## config.mk

```make
export PLATFORM = sky130hd
export DESIGN_NAME = reset_irq_vector_gen
export DESIGN_NICKNAME = d
export VERILOG_FILES = /design/src/pkg/vector_gen_pkg.sv /design/src/logic/lowest_req_pick.sv /design/src/logic/reset_irq_vector_gen.sv
export SDC_FILE = /design/constraint.sdc
export NUM_CORES = 1
export LEC_CHECK = 0
export BUFFER_PORTS_ARGS = -buffer_cell sky130_fd_sc_hd__buf_2
export CORE_MARGIN = 2
export CORE_UTILIZATION = 50
export DETAILED_ROUTE_END_ITERATION = 10
export MAX_ROUTING_LAYER = met4
export PLACE_DENSITY = 0.85
export SYNTH_ARGS = -nofsm -noshare
export SYNTH_HDL_FRONTEND = slang
export SYNTH_SLANG_ARGS = --single-unit
```

## constraint.sdc

```tcl
create_clock -name clk -period 3.7 [get_ports clk]
set_input_delay 0.185 -clock clk [delete_from_list [all_inputs] [get_ports clk]]
set_output_delay 0.185 -clock clk [all_outputs]
set_load 0.03 [all_outputs]
```

## src/pkg/vector_gen_pkg.sv

```systemverilog
// ----------------------------------------
// Shared constants for the vector generator
// ----------------------------------------
package vector_gen_pkg;

  // Word address width of program flash
  localparam int ADDR_W = 14;
  // Interrupt sources, vectors 2..21 (vector 1 is reset)
  localparam int NUM_SRC = 20;
  localparam int NUM_VEC = 21;
  localparam int VNUM_W = 5;
  // Vector number held by source index 0
  localparam logic [VNUM_W-1:0] FIRST_IRQ_VEC = 5'h02;
  // Slots are two words apart
  localparam logic [ADDR_W-1:0] VEC_SPACING = 14'h0002;
  // Reset entry with the boot reset fuse unprogrammed
  localparam logic [ADDR_W-1:0] RESET_ADDR = 14'h0000;
  // Boot section start per boot_size_fuses code
  localparam logic [ADDR_W-1:0] BOOT_START_00 = 14'h3800;
  localparam logic [ADDR_W-1:0] BOOT_START_01 = 14'h3C00;
  localparam logic [ADDR_W-1:0] BOOT_START_10 = 14'h3E00;
  localparam logic [ADDR_W-1:0] BOOT_START_11 = 14'h3F00;
  // Reset values of fuse shadows: unprogrammed
  localparam logic FUSE_RST_RESET_SEL = 1'b1;
  localparam logic [1:0] FUSE_RST_BOOT_SIZE = 2'h3;
  // Reset value of the select bit
  localparam logic SELECT_RST = 1'b0;
  // Cycles the unlock stays open
  localparam logic [2:0] UNLOCK_CYCLES = 3'h4;

  // Relocation sequence states
  typedef enum logic [1:0] {
    ST_IDLE = 2'b00,
    ST_OPEN = 2'b01,
    ST_HOLD = 2'b10
  } seq_state_t;

endpackage

```

## src/logic/lowest_req_pick.sv

```systemverilog
`timescale 1ns/1ps
`default_nettype none

// ----------------------------------------
// Lowest-index request picker
// ----------------------------------------
module lowest_req_pick #(
  parameter int N = 20,
  parameter int W = 5
) (
  input wire logic [N-1:0] req,
  output logic any,
  output logic [W-1:0] idx
);

  // Scan from the top so the lowest index wins
  always_comb begin
    any = 1'b0;
    idx = '0;
    for (int i = N - 1; i >= 0; i--) begin
      if (req[i]) begin
        any = 1'b1;
        idx = W'(i);
      end
    end
  end

endmodule

`default_nettype wire

```

## src/logic/reset_irq_vector_gen.sv

```systemverilog
`timescale 1ns/1ps
`default_nettype none

module reset_irq_vector_gen (
  input wire logic clk,
  input wire logic arst_n,
  // Fuse levels, from outside the clock domain
  input wire logic boot_reset_select_fuse,
  input wire logic [1:0] boot_size_fuses,
  // Peripheral requests, index 0 is vector 2
  input wire logic [19:0] irq_req,
  // Status register global enable flag
  input wire logic global_irq_enable,
  // One-cycle control register write
  input wire logic ctrl_wr,
  input wire logic ctrl_wr_unlock,
  input wire logic ctrl_wr_select,
  // One-cycle pulse when the core retires an instruction
  input wire logic instr_done,
  // Outputs to the core fetch logic
  output logic [13:0] reset_vector_addr,
  output logic irq_pending,
  output logic [4:0] irq_vector_num,
  output logic [13:0] irq_vector_addr,
  output logic vector_table_select,
  output logic vector_change_unlock,
  output logic irq_suppressed
);

  // ----------------------------------------
  // Fuse synchronisers
  // ----------------------------------------
  logic [2:0] fsel_s1_q, fsel_s2_q, fsel_s3_q;
  logic [2:0] fsel_s1_d, fsel_s2_d, fsel_s3_d;
  logic fuse_rsel_q, fuse_rsel_d;
  logic [1:0] fuse_bsz_q, fuse_bsz_d;

  // Three stages; a change counts once stages two and three agree
  always_comb begin
    fsel_s1_d = {boot_reset_select_fuse, boot_size_fuses};
    fsel_s2_d = fsel_s1_q;
    fsel_s3_d = fsel_s2_q;
    fuse_rsel_d = fuse_rsel_q;
    fuse_bsz_d = fuse_bsz_q;
    if (fsel_s2_q == fsel_s3_q) begin
      fuse_rsel_d = fsel_s3_q[2];
      fuse_bsz_d = fsel_s3_q[1:0];
    end
  end

  always_ff @(posedge clk or negedge arst_n) begin
    if (!arst_n) begin
      fsel_s1_q <= {vector_gen_pkg::FUSE_RST_RESET_SEL, vector_gen_pkg::FUSE_RST_BOOT_SIZE};
      fsel_s2_q <= {vector_gen_pkg::FUSE_RST_RESET_SEL, vector_gen_pkg::FUSE_RST_BOOT_SIZE};
      fsel_s3_q <= {vector_gen_pkg::FUSE_RST_RESET_SEL, vector_gen_pkg::FUSE_RST_BOOT_SIZE};
      fuse_rsel_q <= vector_gen_pkg::FUSE_RST_RESET_SEL;
      fuse_bsz_q <= vector_gen_pkg::FUSE_RST_BOOT_SIZE;
    end else begin
      fsel_s1_q <= fsel_s1_d;
      fsel_s2_q <= fsel_s2_d;
      fsel_s3_q <= fsel_s3_d;
      fuse_rsel_q <= fuse_rsel_d;
      fuse_bsz_q <= fuse_bsz_d;
    end
  end

  // ----------------------------------------
  // Placement decode
  // ----------------------------------------
  logic [13:0] boot_start;
  logic [13:0] reset_addr_d, reset_addr_q;
  logic [13:0] table_base;
  logic sel_q, sel_d;

  // Boot section start from the size fuses
  always_comb begin
    case (fuse_bsz_q)
      2'h0: boot_start = vector_gen_pkg::BOOT_START_00;
      2'h1: boot_start = vector_gen_pkg::BOOT_START_01;
      2'h2: boot_start = vector_gen_pkg::BOOT_START_10;
      default: boot_start = vector_gen_pkg::BOOT_START_11;
    endcase
  end

  // Fuse and select act independently
  always_comb begin
    // Fuse 1 is unprogrammed: start at zero
    reset_addr_d = fuse_rsel_q ? vector_gen_pkg::RESET_ADDR : boot_start;
    // Vector table base follows the select bit and the size fuses, not the reset fuse
    table_base = sel_q ? boot_start : vector_gen_pkg::RESET_ADDR;
  end

  always_ff @(posedge clk or negedge arst_n) begin
    if (!arst_n) begin
      reset_addr_q <= vector_gen_pkg::RESET_ADDR;
    end else begin
      reset_addr_q <= reset_addr_d;
    end
  end

  // ----------------------------------------
  // Vector relocation sequence
  // ----------------------------------------
  vector_gen_pkg::seq_state_t state_q, state_d;
  logic [2:0] cnt_q, cnt_d;
  logic unlock_q, unlock_d;
  logic supp_q, supp_d;
  logic select_write;

  // A write with unlock clear while the window is open
  assign select_write = ctrl_wr && !ctrl_wr_unlock && unlock_q;

  // Unlock window, select update and dispatch hold
  always_comb begin
    state_d = state_q;
    cnt_d = cnt_q;
    sel_d = sel_q;
    unlock_d = unlock_q;
    case (state_q)
      vector_gen_pkg::ST_IDLE: begin
        if (ctrl_wr && ctrl_wr_unlock) begin
          state_d = vector_gen_pkg::ST_OPEN;
          cnt_d = vector_gen_pkg::UNLOCK_CYCLES;
          unlock_d = 1'b1;
        end
      end
      vector_gen_pkg::ST_OPEN: begin
        if (select_write) begin
          sel_d = ctrl_wr_select;
          unlock_d = 1'b0;
          state_d = vector_gen_pkg::ST_HOLD;
        end else if (ctrl_wr && ctrl_wr_unlock) begin
          // Rewriting the unlock restarts the window
          cnt_d = vector_gen_pkg::UNLOCK_CYCLES;
        end else if (cnt_q == 3'h1) begin
          unlock_d = 1'b0;
          state_d = vector_gen_pkg::ST_IDLE;
        end else begin
          cnt_d = cnt_q - 3'h1;
        end
      end
      vector_gen_pkg::ST_HOLD: begin
        // A fresh unlock reopens the window; else wait for retire
        if (ctrl_wr && ctrl_wr_unlock) begin
          state_d = vector_gen_pkg::ST_OPEN;
          cnt_d = vector_gen_pkg::UNLOCK_CYCLES;
          unlock_d = 1'b1;
        end else if (instr_done) begin
          state_d = vector_gen_pkg::ST_IDLE;
        end
      end
      default: begin
        state_d = vector_gen_pkg::ST_IDLE;
        unlock_d = 1'b0;
      end
    endcase
    // Held from the unlock write cycle; global enable untouched
    supp_d = (state_d != vector_gen_pkg::ST_IDLE);
  end

  always_ff @(posedge clk or negedge arst_n) begin
    if (!arst_n) begin
      state_q <= vector_gen_pkg::ST_IDLE;
      cnt_q <= 3'h0;
      sel_q <= vector_gen_pkg::SELECT_RST;
      unlock_q <= 1'b0;
      supp_q <= 1'b0;
    end else begin
      state_q <= state_d;
      cnt_q <= cnt_d;
      sel_q <= sel_d;
      unlock_q <= unlock_d;
      supp_q <= supp_d;
    end
  end

  // ----------------------------------------
  // Request selection and vector address
  // ----------------------------------------
  logic req_any;
  logic [4:0] req_idx;
  logic pend_d, pend_q;
  logic [4:0] vnum_d, vnum_q;
  logic [13:0] vaddr_d, vaddr_q;
  logic block_now;

  // Lowest vector number wins
  lowest_req_pick #(
    .N(vector_gen_pkg::NUM_SRC),
    .W(vector_gen_pkg::VNUM_W)
  ) u_pick (
    .req(irq_req),
    .any(req_any),
    .idx(req_idx)
  );

  // Blocked in the unlock write cycle as well
  assign block_now = supp_d || (ctrl_wr && ctrl_wr_unlock);

  // Address is table base plus two times (vector number minus one)
  always_comb begin
    vnum_d = req_idx + vector_gen_pkg::FIRST_IRQ_VEC;
    // Source index i gives slot 2*(i+1): 002 for request 0, 028 for index 19
    vaddr_d = table_base + 14'(vnum_d - 5'h01) * vector_gen_pkg::VEC_SPACING;
    pend_d = req_any && global_irq_enable && !block_now;
    if (!pend_d) begin
      vnum_d = 5'h00;
      vaddr_d = table_base;
    end
  end

  always_ff @(posedge clk or negedge arst_n) begin
    if (!arst_n) begin
      pend_q <= 1'b0;
      vnum_q <= 5'h00;
      vaddr_q <= vector_gen_pkg::RESET_ADDR;
    end else begin
      pend_q <= pend_d;
      vnum_q <= vnum_d;
      vaddr_q <= vaddr_d;
    end
  end

  // ----------------------------------------
  // Outputs
  // ----------------------------------------
  // All outputs come straight from flip-flops
  assign reset_vector_addr = reset_addr_q;
  assign irq_pending = pend_q;
  assign irq_vector_num = vnum_q;
  assign irq_vector_addr = vaddr_q;
  assign vector_table_select = sel_q;
  assign vector_change_unlock = unlock_q;
  assign irq_suppressed = supp_q;

endmodule

`default_nettype wire

```

# After elaboration in Yosys (flattened, before gate mapping)
# Index checks and enable logic that the tools add are counted.
# totals
register_bits	54
# classes
addsub	4
eq_ne	11
n_mux	62
reduce_logical	16
# ops
op	n
$mux 5	21
$mux 14	3
$pmux 11 s3	1
$mux 1	24
$add 14x14->14	1
$mux 2	6
$mux 3	4
$ne 3x3->1 const B	3
$pmux 2 s3	1
$pmux 3 s2	1
$sub 5x1->6 const B	1
$add 5x2->5 const B	1
$logic_and 1x1->1	5
$eq 2x1->1 const B	2
$eq 2x2->1 const B	2
$logic_not 2->1	2
$reduce_and 4->1	1
$reduce_bool 2->1	2
$eq 3x1->1 const B	1
$eq 3x3->1	1
$reduce_and 3->1	1
$sub 3x1->3 const B	1
$logic_not 1->1	2
$ne 2x1->1 const B	1
5 further kinds	5

# Logic depth before layout (Yosys ltp)
# Gate-level depths: netlist (run 1).
# logic_depth
ltp_word	24
mapped_depth	13
depth_no_buf	13

# Modules after synthesis
# Synthesis (run 1) repeated with hierarchy kept, for this count alone.
# hier_totals
hier_cells	197
area_unflattened_um2	2112.0
# by_module_without_submodules
module	instances	cells_each	area_each_um2	seq_area_each_um2
reset_irq_vector_gen	1	158	1880.6	1041.0
lowest_req_pick	1	39	231.5	0.0

# Worst setup path before layout (run 1)
# OpenSTA, ideal clock, no wires.
# synth_path
path_type	input -> register
from	input port irq_req[0]
to	register vaddr_q[10], in the netlist irq_vector_addr[10]
setup_ns	0.076
arrival_time_ns	2.421
required_ns	3.624
setup_slack_ns	1.202
cell_stages	10
path_cell_list	or4_4 nor2_1 ha_1 nand2_1 a211oi_1 ha_1 inv_1 fa_1 xor2_1 o21ai_1
# synth_between
elab_chain_len	5
elab_cells_between_ends	8
classes_between	add/sub: 3; mux: 3; reduce/logical: 2
# synth_lines
item	line	source
start, declared	reset_irq_vector_gen.sv:11	input wire logic [19:0] irq_req,
$mux 5	lowest_req_pick.sv:21	if (req[i]) begin
$add 5x2->5	reset_irq_vector_gen.sv:202	vnum_d = req_idx + vector_gen_pkg::FIRST_IRQ_VEC;
$sub 5x1->6	reset_irq_vector_gen.sv:204	vaddr_d = table_base + 14'(vnum_d - 5'h01) * vector_gen_pkg::VEC_SPACING;
$add 14x14->14	reset_irq_vector_gen.sv:204	
$mux 14 (*)	reset_irq_vector_gen.sv:206	if (!pend_d) begin
named net vaddr_d[10]	reset_irq_vector_gen.sv:184	logic [13:0] vaddr_d, vaddr_q;
end signal, assigned	reset_irq_vector_gen.sv:216	vaddr_q <= vector_gen_pkg::RESET_ADDR;
end signal, assigned	reset_irq_vector_gen.sv:220	vaddr_q <= vaddr_d;
end, declared	reset_irq_vector_gen.sv:184	
# The timed path passes the listed nets; every way through them passes the cells marked *.
# A chain may end at the register's enable or synchronous reset.

# Final worst setup path (run 1)
# layout_path
from	input port irq_req[17]
to	register vaddr_q[10], in the netlist irq_vector_addr[10]
# layout_between
elab_chain_len	22
elab_cells_between_ends	42
classes_between	add/sub: 3; mux: 37; reduce/logical: 2
# layout_lines
item	line
$mux 5 (18 in a row)	lowest_req_pick.sv:21
$add 5x2->5	reset_irq_vector_gen.sv:202
$sub 5x1->6	reset_irq_vector_gen.sv:204
$add 14x14->14	reset_irq_vector_gen.sv:204
$mux 14 (*)	reset_irq_vector_gen.sv:206
named net vaddr_d[10]	reset_irq_vector_gen.sv:184
# Marked as above.

==> results.txt, run 1 <==
----------------------------------------------------
[Global routing]
  Total grt overflow ... 0
  Number of global-route vias before repair ... 1588
  Overall routing resource usage ... slightly below 20%
  Global-route wire length before repair ... roughly 7.2 mm
  Antenna violations before repair ... 0
  Maximum number of pins on one net before global-route repair ... 42

[Synthesis]
  Async S/R FF share, synth ... 100%
  Synthesis Warnings ... 0
  Post-synth EDFFs ... 0
  Flip-flop and latch count after synthesis ... 41
  Count of different cell masters after synthesis ... 55
  Sequential share of the synthesized area ... about half
  Ys flop type ... dfrtp_1
  Cell area after synthesis ... ~2100 µm²
  Average size of a mapped cell ... ~11 µm²
  Synth Instances ... between 200 and 250

[Cells and area]
  Fin util ... a little over three fifths
  Final Net Count ... just over 300
  ANT cells ... 0
  Most frequent standard cell in the layout excluding fill and tap cells ... buf_2
  Share of post-route cells with drive strength above 1 ... approximately a third
  Summed area of non-filler cells in the final layout ... roughly 2500 µm²
  Commonest non-fill, non-tap cells in the layout ... buf_2, dfrtp_1, nor2_1
  Layout-stage area growth over the synthesis result ... 18.2%

[STA]
  Slew @ Worst Pin ... 0.863 ns
  Final slew viol count ... 0
  Total negative slack for setup checks ... 0 ns
  Final setup violation count ... 0
  Worst slew margin relative to its limit ... a little over two fifths
  Final hold violation count ... 0
  Clock Skews ... 0.00474 ns
  Min Clock Period, post-route ... 2.67 ns
  Final cycle utilization of the critical path ... approximately 72%
  FMAX ... between 0.3 and 0.4 GHz
  RSZ-0062 raised after global routing ... no

[Run]
  Maximum capacitance violations ... 0

[Clock network]
  Clock sinks ... 41
  Buffer count from post-CTS setup fixing ... 0
  CTS tree ... built
  Clock transition time at the flip-flop clock pins of the worst setup and hold paths ... around 0.080 ns
  Count of H-tree levels built during CTS ... 2
  Clock root cell ... clkbuf_8
  Buffer levels on the longest clock path ... 2
  Number of clock buffers inserted by TritonCTS ... 5
  Latest clock arrival within the worst-skew pair ... 0.29 ns
  Post-cts resize count ... 0
  Hold buffer count at cts ... 3

[Outcome]
  Run status ... finished, final reports clean

[Critical path]
  Critical path launch point type ... primary input
  Data arrival time of the worst path ... between 2 and 3 ns
  Critical Path Fanout Max ... 3
  Worst EP required ... roughly 3.9 ns
  Crit path kind ... primary input to register
  Category of the worst setup path capture point ... register

[Routing]
  Via density ... about 5.1
  Remaining number of nets flagged by the antenna check after routing ... 0
  Number of design rule violations left after detail routing ... 0
  Detailed Routing Iterations Pass 1 ... 4
  Via Count ... 1613
  Iteration-0 DRC Markers ... 139
  Drt wl/cell ... approximately 13 µm
  Total Routed Length ... just over 4 mm

[Die]
  Row count ... 23
  Die X-Extent ... about 70 µm
  Area enclosed by the die boundary ... approximately 4800 µm²
  Starting density of the core ... 53.0%
  Die boundary height ... 69.6 µm
  Boundary pin count ... between 60 and 70
  Core region area ... between 4000 and 5000 µm²

[Power]
  Max rail drop VDD ... around 250 µV
  Total power density per cell area ... roughly 600 nW/µm²
  Static leakage ... roughly 1.2 nW
  Total power of the final layout ... between 1.5 and 2 mW

[Worst hold path]
  Type of the tightest min-delay check ... primary input to asynchronous set/reset pin

[Placed design]
  Instance area at placement ... 2410 µm²
  Post-DP HPWL ... ~3 mm
  Routability congestion estimate ... approximately 0.86
  Port-buffer cells ... between 50 and 60

----------------------------------------------------
==> critical path: stages <==
cell	delay, ns
buf_2	0.11
o31ai_1	0.26
a211oi_1	0.11
o31ai_1	0.28
and2_1	0.23
ha_1	0.21
nand2_1	0.10
a211oi_1	0.40
ha_1	0.26
inv_1	0.07
fa_1	0.38
xor2_1	0.16
o21ai_1	0.07
==> power breakdown <==
part	switching [mW]	leakage, nW	internal [mW]	total [mW]
logic	0.399	0.681	0.193	0.592
registers	0.0636	0.495	0.563	0.627
clock network	0.151	0.0512	0.151	0.302
==> stage by stage <==
stage	hold WS, ns	setup slack (ns)	cells
final	0.00105	1.03	314
after global routing	0.0643	0.738	314
after CTS	0.0218	1.03	314
after detailed placement	0.291	0.717	303
after global placement	0.290	0.867	303
after floorplan	-0.111	1.20	212
==> metal layers <==
| layer | up-vias | GRT usage, % | wire [µm] |
|---|---|---|---|
| met4 | 0 | 4.79 | 46 |
| met1 | 754 | 23.5 | 1840 |
| met2 | 53 | 31.5 | 2000 |
| met3 | 5 | 5.52 | 241 |
| met5 | - | - | 0 |
| li1 | 801 | - | - |
==> final cells by class <==
type                       instances  area [µm²]
clock buffer                       6        82.6
clock inverter                     2        13.8
fill                             326        1520
inverter                          14        52.6
multi-input combinational        141         972
sequential                        41        1040
tap                               50        62.6
timing repair buffer              60         315
==> cell families after synthesis <==
| family | share of synthesized area [%] |
|---|---|
| buf+inv | 7.74 |
| flops | 48.4 |
| simple gates | 17.3 |
| fa+ha+maj | 6.17 |
| other cells | 0.174 |
| mux | 2.04 |
| compound gates | 15.3 |
| xor+xnor | 2.85 |
==> flip-flops by register name, summed over array words and instances (netlist names), 2 cells and up <==
signal and cells:
fsel_s2_q 3, reset_vector_addr 4, irq_vector_addr 11, state_q 2
fuse_bsz_q 2, irq_vector_num 5, fsel_s3_q 3, cnt_q 3
fsel_s1_q 3
==> final timing paths <==
| path | depth (start not counted) | from | end | slack, ns |
|---|---|---|---|---|
| max | 13 | irq_req[17] | irq_vector_addr[10] | 1.03 |
| min | 1 | arst_n | reset_vector_addr[8] | 0.001 |
| max reg2reg | 7 | cnt_q[1] | irq_vector_addr[4] | 1.46 |
| min reg2reg | 0 | fsel_s1_q[0] | fsel_s2_q[0] | 0.36 |
| max in group asynchronous | 1 | arst_n | vector_table_select | 3.16 |
| min in group clk | 3 | ctrl_wr_select | vector_table_select | 0.12 |
==> cell usage after synthesis, types with 2 or more instances <==
| master | n | area share (%) |
|---|---|---|
| dfrtp_1 | 29 | 34 |
| nor2_1 | 20 | 3.5 |
| buf_4 | 14 | 4.9 |
| nand2_1 | 14 | 2.4 |
| inv_1 | 13 | 2.3 |
| dfstp_2 | 12 | 15 |
| ha_1 | 9 | 5.2 |
| a21oi_1 | 8 | 1.9 |
| nor2b_1 | 8 | 2.3 |
| o21ai_1 | 7 | 1.6 |
| and2_1 | 5 | 1.5 |
| nand2b_1 | 4 | 1.2 |
| o21ai_0 | 4 | 0.93 |
| o31ai_1 | 4 | 1.4 |
| xnor2_1 | 4 | 1.6 |
| xor2_1 | 3 | 1.2 |
| a211o_1 | 2 | 0.82 |
| a211oi_1 | 2 | 0.70 |
| and3_1 | 2 | 0.58 |
| mux2_2 | 2 | 1.0 |
| nor4_1 | 2 | 0.58 |
| o22ai_1 | 2 | 0.58 |
| or4_4 | 2 | 1.0 |
No activity file was read; power rests on OpenSTA's default activity.
==> inputs of run 2 (changes only) <==
clock period = 2.6 ns   (was 3.7 ns; I/O delays follow)
==> run 2 against run 1 <==
Sequential share of layout area is 1.8 points lower; final area grew 4.7%; combinational power rose by 45%; power grew 42%; clock-buffer cell count did not move; routed wire length up 2.0%; register-to-register slack got worse by 0.91 ns; clock skew grew 0.0011 ns; worst hold slack improved by 0.055 ns; via count rose by 4.3%; global-route usage is 1.3 points lower.
==> results.txt, run 2 (same netlist as run 1, synthesis figures left out) <==
----------------------------------------------------
[Die]
  Starting density of the core ... 53.0% (unchanged)
  Die boundary height ... 69.6 µm (unchanged)
  Die X-Extent ... 69.6 µm (unchanged)
  Boundary pin count ... 67 (unchanged)
  Area enclosed by the die boundary ... 4840 µm² (unchanged)
  Core region area ... 4060 µm² (unchanged)
  Row count ... 23 (unchanged)

[STA]
  RSZ-0062 raised after global routing ... no (unchanged)
  FMAX ... a little over 0.4 GHz
  Final critical-path setup slack ... 0.190 ns (was 1.03 ns)
  Clock Skews ... 0.00588 ns (was 0.00474 ns)
  Final slew viol count ... 0 (unchanged)
  Final setup violation count ... 0 (unchanged)
  Worst slew margin relative to its limit ... 44.6% (was 42.5%)
  Worst slack on hold paths ... 0.0562 ns (was 0.00105 ns)
  Final hold violation count ... 0 (unchanged)
  Slew @ Worst Pin ... 0.831 ns (was 0.863 ns)
  Final cycle utilization of the critical path ... between 90% and 100%
  Min Clock Period, post-route ... 2.41 ns

[Clock network]
  Number of clock buffers inserted by TritonCTS ... 5 (unchanged)
  Buffer levels on the longest clock path ... 2 (unchanged)
  Clock root cell ... clkbuf_8 (unchanged)
  Count of H-tree levels built during CTS ... 2 (unchanged)
  Latest clock arrival within the worst-skew pair ... 0.29 ns (about the same)
  CTS tree ... built (unchanged)
  Clock transition time at the flip-flop clock pins of the worst setup and hold paths ... 0.07 ns (was 0.08 ns)
  Buffer count from post-CTS setup fixing ... 0 (unchanged)
  Clock sinks ... 41 (unchanged)

[Routing]
  Remaining number of nets flagged by the antenna check after routing ... 0 (unchanged)
  Detailed Routing Iterations Pass 1 ... 4 (unchanged)
  Via density ... 5.13 (was 5.14)
  Via Count ... 1683 (was 1613)
  Drt wl/cell ... 12.8 µm (was 13.2 µm)
  Total Routed Length ... 4.21 mm (was 4.13 mm)
  Number of design rule violations left after detail routing ... 0 (unchanged)
  Iteration-0 DRC Markers ... 112 (was 139)

[Global routing]
  Maximum number of pins on one net before global-route repair ... 42 (unchanged)
  Global-route wire length before repair ... 6.71 mm (was 7.18 mm)
  Overall routing resource usage ... 17.9% (was 19.2%)
  Antenna violations before repair ... 0 (unchanged)
  Number of global-route vias before repair ... 1555 (was 1588)
  Total grt overflow ... 0 (unchanged)

[Critical path]
  Slowest CP cell ... fa_1 (was a211oi_1)
  Crit path kind ... primary input to register (unchanged)
  Cell mode on critical path ... ha_1
  Depth of the worst register-to-register path ... 4 (was 7)
  Cells along the critical path ... buf_2 -> o31ai_2 -> a211oi_1 -> o31ai_1 -> and2_1 -> ha_1 -> nand2_1 -> a211oi_2 -> buf_4 -> ha_1 -> inv_1 -> fa_1 -> xor2_1 -> o21ai_1 (was buf_2 -> o31ai_1 -> a211oi_1 -> o31ai_1 -> and2_1 -> ha_1 -> nand2_1 -> a211oi_1 -> ha_1 -> inv_1 -> fa_1 -> xor2_1 -> o21ai_1)
  Delay of the slowest cell on the worst path ... 0.37 ns (was 0.40 ns)
  Data arrival time of the worst path ... 2.58 ns (was 2.82 ns)
  Worst EP required ... 2.77 ns (was 3.85 ns)
  Category of the worst setup path capture point ... register (unchanged)
  Critical path launch point type ... primary input (unchanged)
  Critical Path Fanout Max ... 3 (unchanged)

[Cells and area]
  Finished Layout Cells ... 328 (was 314)
  Most frequent standard cell in the layout excluding fill and tap cells ... buf_2 (unchanged)
  Final Net Count ... 318 (was 303)
  Max reg flops ... 11 (unchanged)
  ANT cells ... 0 (unchanged)
  Layout-stage area growth over the synthesis result ... 23.7% (was 18.2%)
  Share of post-route cells with drive strength above 1 ... 36.7% (was 33.0%)
  Commonest non-fill, non-tap cells in the layout ... buf_2, dfrtp_1, nor2_1 (unchanged)

[Run]
  Maximum capacitance violations ... 0 (unchanged)

[Power]
  Max rail drop VDD ... 327 µV (was 247 µV)
  Static leakage ... 1.29 nW (was 1.23 nW)
  Total power density per cell area ... 814 nW/µm² (was 599 nW/µm²)
  Total power of the final layout ... 2.17 mW (was 1.52 mW)

[Placed design]
  Port-buffer cells ... 57 (unchanged)
  Post-Place Worst Slack ... -0.0797 ns (was 0.717 ns)
  Placed insts ... 317 (was 303)
  Post-DP HPWL ... 3.20 mm (was 3.09 mm)
  Routability congestion estimate ... 0.910 (was 0.865)

[Worst hold path]
  Hold path cells ... 3
  Type of the tightest min-delay check ... primary input to register (was primary input to asynchronous set/reset pin)

[Outcome]
  Run status ... finished, final reports clean (unchanged)

----------------------------------------------------
## run 2: cell count changes in the layout (fill, tap and decap cells not counted), sizes merged
cell,previous run,this run
clkinv,2,0
dlygate4sd3,3,4
buf,57,71
clkinvlp,0,1
## run 2: worst paths after layout
check	start	end	slack (ns)
setup reg to reg	state_q[0]	irq_vector_addr[8]	0.55
hold reg to reg	fsel_s1_q[2]	fsel_s2_q[2]	0.36
min in group asynchronous	arst_n	reset_vector_addr[9]	0.48
hold / removal	ctrl_wr_select	vector_table_select	0.06
setup / recovery	irq_req[17]	irq_vector_addr[10]	0.19
max in group asynchronous	arst_n	irq_suppressed	1.61
## run 2: critical path, delay by kind of cell
family / cells / cell delay (ns)
adder cells (fa/ha/maj): 3 / 0.72
XOR/XNOR: 1 / 0.19
buffers and inverters: 3 / 0.33
AND/OR/NAND/NOR: 2 / 0.30
AO/OA/AOI/OAI: 5 / 0.91
## run 2: layer usage
metal / vias up / routed length, µm / part of all wire (%) / global-route usage, %
met5: - / 0 / 0 / -
met4: 0 / 59 / 1.4 / 7.19
met3: 6 / 253 / 6.0 / 3.78
met2: 64 / 2070 / 49 / 29.8
met1: 785 / 1830 / 43 / 21.2
li1: 828 / - / - / -
## run 2: power by group
group          switching, mW  internal, mW
registers             0.0885         0.802
clock network          0.206         0.210
logic                  0.571         0.288
total                  0.866          1.30
## run 2: area by class of cell
class                   instances  area (µm²)
fillers                       317        1400
flip-flops and latches         41        1040
multi-input cells             141         982
repair buffers                 75         430
clock buffers                   6        82.6
well taps                      50        62.6
inverters                      14        52.6
clock inverters                 1        7.51
## run 2: repair_timing
| action | CTS | global route |
|---|---|---|
| resized for setup | 0 | 2 |
| hold buffers | 4 | 0 |
| endpoints found under the setup margin | 0 | 1 |
| hold endpoints to repair | 32 | 0 |
## run 2: stage by stage
stage               area (µm²)  utilization, %  TNS, ns
floorplan                 2180               -        0
global placement          2520            62.1        0
detailed placement        2520            62.1  -0.0907
CTS                       2650            65.3        0
global route              2660            65.5        0
finish                    2660            65.5        0
